[src/core/wfd_pkg.sv]
// constants and helpers shared by the wake frame and magic packet detector
package wfd_pkg;
    localparam int WFD_NFILT = 4;
    localparam int WFD_MASK_W = 31;
    localparam int WFD_STORE_WORDS = 8;
    // register byte offsets
    localparam logic [7:0] WFD_CSR_OFS = 8'h00;
    localparam logic [7:0] WFD_STORE_OFS = 8'h04;
    localparam logic [7:0] WFD_INFO_OFS = 8'h08;
    // wake_control_status fields
    localparam int WFD_MAGIC_DETECT_ENABLE_BIT = 1;
    localparam int WFD_WFEN_BIT = 2;
    localparam int WFD_MIRQ_BIT = 3;
    localparam int WFD_MREC_BIT = 4;
    localparam int WFD_WREC_BIT = 5;
    localparam int WFD_GUEN_BIT = 9;
    localparam logic [31:0] WFD_CSR_WMASK = 32'h0000_020e;
    localparam logic [31:0] WFD_CSR_RST = 32'h0000_0000;
    localparam logic [31:0] WFD_STORE_RST = 32'h0000_0000;
    // wake_pattern_store word layout
    localparam logic [2:0] WFD_W_MASK0 = 3'h0;
    localparam logic [2:0] WFD_W_CMD = 3'h4;
    localparam logic [2:0] WFD_W_OFS = 3'h5;
    localparam logic [2:0] WFD_W_CRC01 = 3'h6;
    localparam logic [2:0] WFD_W_CRC23 = 3'h7;
    localparam int WFD_CMD_EN_BIT = 0;
    localparam int WFD_CMD_ATYPE_BIT = 3;
    localparam int WFD_CMD_STRIDE = 8;
    // frame layout
    localparam logic [8:0] WFD_DA_LEN = 9'h006;
    localparam logic [8:0] WFD_HDR_LEN = 9'h00c;
    localparam logic [2:0] WFD_SYNC_LEN = 3'h6;
    localparam logic [2:0] WFD_ADDR_LAST = 3'h5;
    localparam logic [3:0] WFD_REP_LAST = 4'hf;
    localparam logic [7:0] WFD_SYNC_BYTE = 8'hff;
    // crc-16, reflected form, one byte at a time
    localparam logic [15:0] WFD_CRC_INIT = 16'hffff;
    localparam logic [15:0] WFD_CRC_POLY = 16'ha001;

    function automatic logic [15:0] wfd_crc_byte(input logic [15:0] c, input logic [7:0] d);
        logic [15:0] r;
        r = c ^ {8'h00, d};
        for (int b = 0; b < 8; b++) begin
            r = r[0] ? ((r >> 1) ^ WFD_CRC_POLY) : (r >> 1);
        end
        return r;
    endfunction : wfd_crc_byte
endpackage : wfd_pkg

[src/core/wfd_filter.sv]
// one wake pattern filter: masked byte selection and running crc-16
`timescale 1ns/10ps
`default_nettype none
module wfd_filter
    import wfd_pkg::*;
(
    input wire logic clk_i, // clock
    input wire logic rstn_i, // async reset, low
    input wire logic ce_i, // clock enable
    input wire logic sof_i, // first byte of frame
    input wire logic valid_i, // byte strobe
    input wire logic [7:0] data_i, // frame byte
    input wire logic [8:0] idx_i, // byte index in frame
    input wire logic [30:0] mask_i, // byte mask
    input wire logic [7:0] offset_i, // pattern offset
    input wire logic [15:0] exp_crc_i, // expected crc
    output logic match_o // crc equals expected
);
    logic [15:0] crc_q;
    logic [15:0] base;
    logic [8:0] rel;
    logic take;

    always_comb begin
        rel = idx_i - {1'b0, offset_i};
        take = valid_i && (idx_i >= {1'b0, offset_i}) && (rel < 9'(WFD_MASK_W))
               && mask_i[rel[4:0]];
        base = sof_i ? WFD_CRC_INIT : crc_q;
    end

    always_ff @(posedge clk_i or negedge rstn_i) begin
        if (!rstn_i) begin
            crc_q <= WFD_CRC_INIT;
        end else if (ce_i) begin
            if (take) begin
                crc_q <= wfd_crc_byte(base, data_i);
            end else if (sof_i) begin
                crc_q <= WFD_CRC_INIT;
            end
        end
    end

    assign match_o = (crc_q == exp_crc_i);
endmodule : wfd_filter
`default_nettype wire

[src/core/wfd_magic.sv]
// magic packet scanner: sync stream then sixteen station address copies
`timescale 1ns/10ps
`default_nettype none
module wfd_magic
    import wfd_pkg::*;
(
    input wire logic clk_i, // clock
    input wire logic rstn_i, // async reset, low
    input wire logic ce_i, // clock enable
    input wire logic sof_i, // first byte of frame
    input wire logic valid_i, // byte strobe
    input wire logic [7:0] data_i, // frame byte
    input wire logic [8:0] idx_i, // byte index in frame
    input wire logic [47:0] station_i, // station address
    output logic found_o // pattern seen in this frame
);
    typedef enum logic {MG_SYNC, MG_REP} wfd_mg_t;
    wfd_mg_t st_q;
    logic [2:0] ff_q;
    logic [2:0] pos_q;
    logic [3:0] rep_q;
    logic [7:0] exp_b;
    logic [7:0] first_b;
    logic is_ff;

    always_comb begin
        exp_b = station_i[47 - 8 * pos_q -: 8];
        first_b = station_i[47:40];
        is_ff = (data_i == WFD_SYNC_BYTE);
    end

    always_ff @(posedge clk_i or negedge rstn_i) begin
        if (!rstn_i) begin
            st_q <= MG_SYNC;
            ff_q <= 3'h0;
            pos_q <= 3'h0;
            rep_q <= 4'h0;
            found_o <= 1'b0;
        end else if (ce_i) begin
            if (sof_i) begin
                st_q <= MG_SYNC;
                ff_q <= 3'h0;
                pos_q <= 3'h0;
                rep_q <= 4'h0;
                found_o <= 1'b0;
            end else if (valid_i && idx_i >= WFD_HDR_LEN && !found_o) begin
                case (st_q)
                    MG_SYNC: begin
                        if (ff_q == WFD_SYNC_LEN && data_i == first_b) begin
                            st_q <= MG_REP;
                            pos_q <= 3'h1;
                            rep_q <= 4'h0;
                        end else if (is_ff) begin
                            ff_q <= (ff_q == WFD_SYNC_LEN) ? ff_q : ff_q + 3'h1;
                        end else begin
                            ff_q <= 3'h0;
                        end
                    end
                    MG_REP: begin
                        if (data_i == exp_b) begin
                            if (pos_q == WFD_ADDR_LAST) begin
                                pos_q <= 3'h0;
                                rep_q <= rep_q + 4'h1;
                                if (rep_q == WFD_REP_LAST) begin
                                    found_o <= 1'b1;
                                    st_q <= MG_SYNC;
                                end
                            end else begin
                                pos_q <= pos_q + 3'h1;
                            end
                        end else begin
                            st_q <= MG_SYNC;
                            ff_q <= is_ff ? 3'h1 : 3'h0;
                            pos_q <= 3'h0;
                        end
                    end
                    default: st_q <= MG_SYNC;
                endcase
            end
        end
    end
endmodule : wfd_magic
`default_nettype wire

[src/core/wfd_top.sv]
// wake frame and magic packet detector with ahb-lite registers
// Functional notes
// - only bytes at offset+j with mask bit j set enter the filter crc
// - command bit 3 picks multicast (1) or unicast (0) patterns
// - command bit 0 enables a filter; disabled filters never wake
// - 8-bit pattern offset; offset zero is first destination address byte
// - 16-bit expected crc equal to computed crc is a pattern match
// - broadcast frame wakes on any enabled crc match, other terms ignored
// - unicast crc match wakes when global unicast enable bit 9 set
// - with address filter pass: multicast and type 1, or unicast and type 0
// - magic enable stops normal delivery and starts magic scanning
// - magic hit sets magic_received and optionally a wake event
// - clearing magic enable resumes normal reception only while wake enable is also clear
// - magic scan accepts own station or broadcast destination
// - multicast destination also accepted for magic detection
// - six all-ones sync bytes searched after both address fields
// - sixteen unbroken station address copies after sync declare magic
// - broken repetitions send the scanner back to sync search
// - sync may start anywhere; copies count only right after sync
// - magic detection works in every power state
// - wake enable suppresses reception; match sets flag and wake event
// - clearing wake enable resumes ordinary reception only while magic enable is also clear
`timescale 1ns/10ps
`default_nettype none
module wfd_top
    import wfd_pkg::*;
(
    input wire logic clk_i, // 250 MHz clock
    input wire logic rstn_i, // async reset, low
    input wire logic ce_i, // clock enable, freezes state when low
    input wire logic hsel_i, // ahb select
    input wire logic [31:0] haddr_i, // ahb address
    input wire logic [1:0] htrans_i, // ahb transfer type
    input wire logic hwrite_i, // ahb write
    input wire logic [2:0] hsize_i, // ahb size, word only
    input wire logic [31:0] hwdata_i, // ahb write data
    input wire logic hready_i, // ahb bus ready
    output logic [31:0] hrdata_o, // ahb read data
    output logic hreadyout_o, // ahb slave ready
    output logic hresp_o, // ahb response, always okay
    input wire logic rx_sof_i, // first byte of frame
    input wire logic rx_valid_i, // received byte strobe
    input wire logic [7:0] rx_data_i, // received byte
    input wire logic rx_eof_i, // frame end pulse, after last byte
    input wire logic rx_fcs_ok_i, // frame check passed, with eof
    input wire logic rx_addr_pass_i, // regular address filter pass, with eof
    input wire logic [47:0] station_addr_i, // station address, first byte in 47:40
    output logic rx_deliver_en_o, // normal reception allowed
    output logic wake_event_o // wake event pulse to interrupt controller
);
    logic [31:0] csr_q;
    logic [31:0] store_q [WFD_STORE_WORDS];
    logic [2:0] ptr_q;
    logic [WFD_NFILT-1:0] hit_q;
    logic [8:0] idx_q;
    logic [8:0] idx;
    logic [47:0] da_q;
    logic wr_q;
    logic [7:0] wa_q;
    logic acc;
    logic [WFD_NFILT-1:0] fmatch;
    logic [WFD_NFILT-1:0] fwake;
    logic magic_found;
    logic bcast;
    logic mcast;
    logic ucast;
    logic own;
    logic magic_hit;
    logic wf_hit;
    logic mrec_set;
    logic wrec_set;
    logic mrec_clr;
    logic wrec_clr;
    logic wake_en;
    logic magic_en;

    // ---------------- ahb-lite slave, zero wait states
    assign hreadyout_o = 1'b1;
    assign hresp_o = 1'b0;
    assign acc = hsel_i && htrans_i[1] && hready_i;

    always_ff @(posedge clk_i or negedge rstn_i) begin
        if (!rstn_i) begin
            wr_q <= 1'b0;
            wa_q <= 8'h00;
        end else if (ce_i) begin
            wr_q <= acc && hwrite_i;
            wa_q <= haddr_i[7:0];
        end
    end

    // read data registered at the address phase so it stands in the data phase
    always_ff @(posedge clk_i or negedge rstn_i) begin
        if (!rstn_i) begin
            hrdata_o <= 32'h0000_0000;
        end else if (ce_i) begin
            if (acc && !hwrite_i) begin
                case (haddr_i[7:0])
                    WFD_CSR_OFS: hrdata_o <= csr_q;
                    WFD_STORE_OFS: hrdata_o <= store_q[ptr_q];
                    WFD_INFO_OFS: hrdata_o <= {20'h00000, hit_q, 5'h00, ptr_q};
                    default: hrdata_o <= 32'h0000_0000;
                endcase
            end
        end
    end

    // ---------------- wake_control_status
    assign magic_en = csr_q[WFD_MAGIC_DETECT_ENABLE_BIT];
    assign wake_en = csr_q[WFD_WFEN_BIT];
    // status bits clear on writing one; a hardware set in the same cycle wins
    assign mrec_clr = wr_q && wa_q == WFD_CSR_OFS && hwdata_i[WFD_MREC_BIT];
    assign wrec_clr = wr_q && wa_q == WFD_CSR_OFS && hwdata_i[WFD_WREC_BIT];

    always_ff @(posedge clk_i or negedge rstn_i) begin
        if (!rstn_i) begin
            csr_q <= WFD_CSR_RST;
        end else if (ce_i) begin
            if (wr_q && wa_q == WFD_CSR_OFS) begin
                csr_q <= (csr_q & ~WFD_CSR_WMASK) | (hwdata_i & WFD_CSR_WMASK);
            end
            csr_q[WFD_MREC_BIT] <= mrec_set || (csr_q[WFD_MREC_BIT] && !mrec_clr);
            csr_q[WFD_WREC_BIT] <= wrec_set || (csr_q[WFD_WREC_BIT] && !wrec_clr);
        end
    end

    // ---------------- wake_pattern_store: one location, pointer walks eight words
    always_ff @(posedge clk_i or negedge rstn_i) begin
        if (!rstn_i) begin
            ptr_q <= 3'h0;
            for (int w = 0; w < WFD_STORE_WORDS; w++) begin
                store_q[w] <= WFD_STORE_RST;
            end
        end else if (ce_i) begin
            if (wr_q && wa_q == WFD_STORE_OFS) begin
                store_q[ptr_q] <= hwdata_i;
                ptr_q <= ptr_q + 3'h1;
            end
        end
    end

    // ---------------- receive byte tracking
    assign idx = rx_sof_i ? 9'h000 : idx_q;

    always_ff @(posedge clk_i or negedge rstn_i) begin
        if (!rstn_i) begin
            idx_q <= 9'h000;
            da_q <= 48'h0;
        end else if (ce_i) begin
            if (rx_valid_i || rx_sof_i) begin
                idx_q <= (idx == 9'h1ff) ? idx : idx + 9'h001;
            end
            if (rx_valid_i && idx < WFD_DA_LEN) begin
                da_q <= {da_q[39:0], rx_data_i};
            end
        end
    end

    assign bcast = (da_q == 48'hffff_ffff_ffff);
    assign mcast = da_q[40] && !bcast;
    assign ucast = !da_q[40];
    assign own = (da_q == station_addr_i);

    // ---------------- pattern filters
    for (genvar f = 0; f < WFD_NFILT; f++) begin : g_filt
        logic [3:0] cmd;
        logic [15:0] exp_crc;
        assign cmd = store_q[WFD_W_CMD][f*WFD_CMD_STRIDE +: 4];
        assign exp_crc = store_q[WFD_W_CRC01 + 3'(f / 2)][(f % 2)*16 +: 16];

        wfd_filter u_filt (
            .clk_i(clk_i),
            .rstn_i(rstn_i),
            .ce_i(ce_i),
            .sof_i(rx_sof_i),
            .valid_i(rx_valid_i && wake_en),
            .data_i(rx_data_i),
            .idx_i(idx),
            .mask_i(store_q[WFD_W_MASK0 + 3'(f)][WFD_MASK_W-1:0]),
            .offset_i(store_q[WFD_W_OFS][f*8 +: 8]),
            .exp_crc_i(exp_crc),
            .match_o(fmatch[f])
        );

        assign fwake[f] = cmd[WFD_CMD_EN_BIT] && fmatch[f]
            && (bcast
                || (ucast && csr_q[WFD_GUEN_BIT])
                || (rx_addr_pass_i && (cmd[WFD_CMD_ATYPE_BIT] ? mcast : ucast)));
    end

    // ---------------- magic packet scanner, not gated by any power state
    wfd_magic u_magic (
        .clk_i(clk_i),
        .rstn_i(rstn_i),
        .ce_i(ce_i),
        .sof_i(rx_sof_i),
        .valid_i(rx_valid_i && magic_en),
        .data_i(rx_data_i),
        .idx_i(idx),
        .station_i(station_addr_i),
        .found_o(magic_found)
    );

    // ---------------- end of frame decision
    assign wf_hit = wake_en && rx_eof_i && rx_fcs_ok_i && (|fwake);
    assign magic_hit = magic_en && rx_eof_i && rx_fcs_ok_i && magic_found
        && (own || bcast || mcast);
    assign mrec_set = magic_hit;
    assign wrec_set = wf_hit;

    always_ff @(posedge clk_i or negedge rstn_i) begin
        if (!rstn_i) begin
            wake_event_o <= 1'b0;
            hit_q <= '0;
        end else if (ce_i) begin
            wake_event_o <= wf_hit || (magic_hit && csr_q[WFD_MIRQ_BIT]);
            if (wf_hit) begin
                hit_q <= fwake;
            end
        end
    end

    // either detection mode holds back normal delivery
    assign rx_deliver_en_o = !(magic_en || wake_en);
endmodule : wfd_top
`default_nettype wire

[config.mk]
export PLATFORM = sky130hd
export DESIGN_NAME = wfd_top
export DESIGN_NICKNAME = d
export VERILOG_FILES = /design/src/core/wfd_pkg.sv /design/src/core/wfd_filter.sv /design/src/core/wfd_magic.sv /design/src/core/wfd_top.sv
export SDC_FILE = /design/constraint.sdc
export NUM_CORES = 1
export LEC_CHECK = 0
export ABC_CLOCK_PERIOD_IN_PS = 11650
export BUFFER_PORTS_ARGS = -buffer_cell sky130_fd_sc_hd__buf_2
export CORE_ASPECT_RATIO = 1.1
export CORE_MARGIN = 5
export CORE_UTILIZATION = 65
export CTS_BUF_LIST = sky130_fd_sc_hd__clkbuf_16
export CTS_CLUSTER_DIAMETER = 200
export CTS_CLUSTER_SIZE = 28
export DETAILED_ROUTE_END_ITERATION = 8
export PLACE_DENSITY_LB_ADDON = 0.12
export SYNTH_ARGS = -nofsm -noshare
export SYNTH_HDL_FRONTEND = slang
export SYNTH_SLANG_ARGS = --single-unit
[constraint.sdc]
create_clock -name clk_i -period 11.65 [get_ports clk_i]
set_input_delay 1.165 -clock clk_i [delete_from_list [all_inputs] [get_ports clk_i]]
set_output_delay 1.165 -clock clk_i [all_outputs]
set_load 0.01 [all_outputs]
==> impl_metrics.env <==
export IMPL_synth_distinct_cells=82
export IMPL_startpoint_type="input port"
export IMPL_std_cell_rows=76
export IMPL_whs_ns=0.487
export IMPL_grt_pass1_wl_um=112000
export IMPL_critical_path_top_delay_family="simple AND/OR/NAND/NOR gates"
export IMPL_instances_no_fill=2777
export IMPL_drive_gt1_frac=0.318
export IMPL_vias=18900
export IMPL_yosys_top_cells_count="dfrtp_1, mux2_2, xnor2_1, nor2_1, clkbuf_1"
export IMPL_r2r_slack_ns=5.98
export IMPL_rsz0062_at_grt="false"
export IMPL_dp_cells=2741
export IMPL_post_cts_buffers=0
export IMPL_cts_tree="done"
export IMPL_synthMuxAreaShare=0.258
export IMPL_ys_warn_count=0
export IMPL_clock_path_buffers=3
export IMPL_crit_buf_inv=3
export IMPL_postRouteAntennaNets=0
export IMPL_final_net_count=2432
export IMPL_maxSlewViolCount=0
export IMPL_syn_inst=2226
export IMPL_syn_area_um2=26000
export IMPL_crit_fanout=41
export IMPL_slew_headroom=0.221
export IMPL_die_y_um=220
export IMPL_port_buffers=141
export IMPL_drc=0
export IMPL_syn_num_nets=2403
export IMPL_worstPathRequired_ns=12.13
export IMPL_place_congestion=0.934
export IMPL_drt_iter0_drc=1983
export IMPL_yosysMostFrequentCell="dfrtp_1"
export IMPL_pin_count=172
export IMPL_cp_common_cell="o211a_1"
export IMPL_cts_sinks=444
export IMPL_critical_path_arrival_ns=6.55
export IMPL_antenna_found_initial=3
export IMPL_cts_buffers=19
export IMPL_reg2reg_depth=12
export IMPL_critPathKind="in2reg"
export IMPL_root_buffer="clkbuf_16"
export IMPL_hp_start="hrdata_o[12]"
export IMPL_placed_cell_area_um2=26900
export IMPL_grt_pass1_vias=18800
export IMPL_r2r_end="g_filt[2].u_filt.crc_q[8]"
export IMPL_min_to="hrdata_o[12]"
export IMPL_fill_cells=2877
export IMPL_synth_top_family_by_area="multiplexers"
export IMPL_p_leak_nw=11.8
export IMPL_powerDensity_nw_per_um2=123
export IMPL_grt_max_degree=177
export IMPL_netlist_area_leader_share=0.366
export IMPL_dp_hpwl_um=53000
export IMPL_worstHoldPathType="reg2reg"
export IMPL_path_cells="buf_2 -> buf_4 -> nor2b_1 -> inv_1 -> fa_1 -> or2_2 -> o211a_1 -> a211oi_2 -> nor4_1 -> nor4bb_1 -> o211a_1 -> nand2_1 -> o32a_1 -> o221a_2"
export IMPL_avgRoutedWirePerCell_um=26.2
export IMPL_ys_ff_latch=444
export IMPL_grt_use_total=0.327
export IMPL_cts_hold_buf=0
export IMPL_setup_viol=0
export IMPL_fin_crit_sh=0.520
export IMPL_status="finished, final reports clean"
export IMPL_start_util=0.660
export IMPL_async_reset_ff_frac=1.00
export IMPL_synth_edf_count=0
export IMPL_rr_startpoint="idx_q[1]"
export IMPL_synth_xor_area_frac=0.0791
export IMPL_max_freq_mhz=165
export IMPL_wirelength_um=72900
export IMPL_area_growth_pct=5.78
export IMPL_setup_tns_ns=0
export IMPL_synth_ff_type="dfrtp_1"
export IMPL_slowest_delay_ns=0.74
export IMPL_post_route_cell_area_um2=27500
export IMPL_drt_pass1_iterations=5
export IMPL_avgSynthCellArea_um2=11.7
export IMPL_synth_compound_area_frac=0.0906
export IMPL_htree_levels=1
export IMPL_synth_top_cells_by_area="dfrtp_1, mux2_2, mux4_2"
export IMPL_overflow=0
export IMPL_min_period_ns=6.06
export IMPL_synth_top_area_cell="dfrtp_1"
export IMPL_cp_slowest_cell="o211a_1"
export IMPL_ctsResizeCount=0
export IMPL_hold_depth=2
export IMPL_peakVddDrop_mv=0.108
export IMPL_skew_ns=0.0270
export IMPL_maxCapViolCount=0
export IMPL_clk_latency_ns=0.56
export IMPL_coreArea_um2=39400
export IMPL_hold_viol_final=0
export IMPL_routed_via_density=6.79
export IMPL_synthAdderAreaFrac=0.0209
export IMPL_path_clk_slew_ns=0.11
export IMPL_dieArea_um2=44100
export IMPL_cp_end_kind="flip-flop"
export IMPL_yosysSeqAreaShare=0.431
export IMPL_tightest_slew_ns=1.16
export IMPL_synth_simple_area_share=0.0876
export IMPL_die_w_um=201
-- through the flow --
stage,util,worst slack [ns],power (W)
finish,0.698,5.59,0.00337
global route,0.698,5.34,0.00352
CTS,0.698,5.78,0.00337
detailed placement,0.683,5.24,0.00256
global placement,0.683,5.33,0.00254
floorplan,-,6.54,0.00233
-- final cells by class --
cell class / instances / area (um2) / share of cell area
well taps: 507 / 634 / 0.0231
inverters: 56 / 210 / 0.00765
clock buffers: 19 / 475 / 0.0173
diodes: 3 / 7.51 / 0.000273
repair buffers: 164 / 903 / 0.0329
multi-input cells: 1570 / 14000 / 0.508
flip-flops and latches: 444 / 11200 / 0.408
clock inverters: 14 / 78.8 / 0.00287
-- state kept, by name, indices dropped and copies added (netlist names), 6 cells and up --
| register | cells |
|---|---|
| g_filt.cmd | 16 |
| store_q | 176 |
| hrdata_o | 32 |
| wa_q | 8 |
| da_q | 48 |
| g_filt.exp_crc | 64 |
| csr_q | 6 |
| g_filt.u_filt.crc_q | 64 |
| idx_q | 9 |
-- cells in the final DEF (no fill, tap or decap), types with 25 or more instances in the layout --
cell type,instances
dfrtp_1,377
nor4_1,27
inv_1,67
o21ai_0,93
xor2_1,89
nand2_1,85
nor3_1,25
nor2_1,111
buf_2,139
nand4_1,39
nand3_1,40
ha_1,37
dfstp_2,64
mux2i_1,74
xnor2_1,138
mux2_2,333
a21oi_1,81
mux4_2,98
-- per-layer routing --
layer | up-vias | wire (um) | global-route usage | part of all wire
met5 | - | 0 | 0 | 0
met4 | 0 | 3040 | 0.123 | 0.042
met3 | 151 | 5110 | 0.0408 | 0.070
met2 | 821 | 35400 | 0.544 | 0.49
met1 | 9672 | 29300 | 0.449 | 0.40
li1 | 8220 | - | - | -
-- power by group --
part | internal [W] | switching (W)
logic | 0.000333 | 0.000359
clock network | 0.000325 | 0.000493
registers | 0.00167 | 0.000185
total | 0.00233 | 0.00104
-- tightest hold or removal path, delay by kind of cell, from the launching register on --
family,cells,cell delay (ns)
flip-flops,1,0.35
AND/OR/NAND/NOR,1,0.04
AO/OA/AOI/OAI,1,0.06
-- worst max-delay path by stage --
stage / slack [ns] / cells after the start / to / startpoint
floorplan: 6.54 / 17 / g_filt[3].u_filt.crc_q[8] / rx_sof_i
global placement: 5.33 / 14 / g_filt[2].u_filt.crc_q[8] / rx_sof_i
detailed placement: 5.24 / 14 / g_filt[2].u_filt.crc_q[8] / rx_sof_i
CTS: 5.78 / 14 / g_filt[2].u_filt.crc_q[8] / rx_sof_i
global route: 5.34 / 14 / g_filt[2].u_filt.crc_q[8] / rx_sof_i
finish: 5.59 / 14 / g_filt[2].u_filt.crc_q[8] / rx_sof_i
-- cells by family after synthesis --
kind of cell,count (synthesis)
other cells,2
fa+ha+maj,41
buf+inv,212
mux,505
flops,444
compound gates,355
xor+xnor,231
simple gates,436
Note: power is estimated with default switching activity, not from simulation.
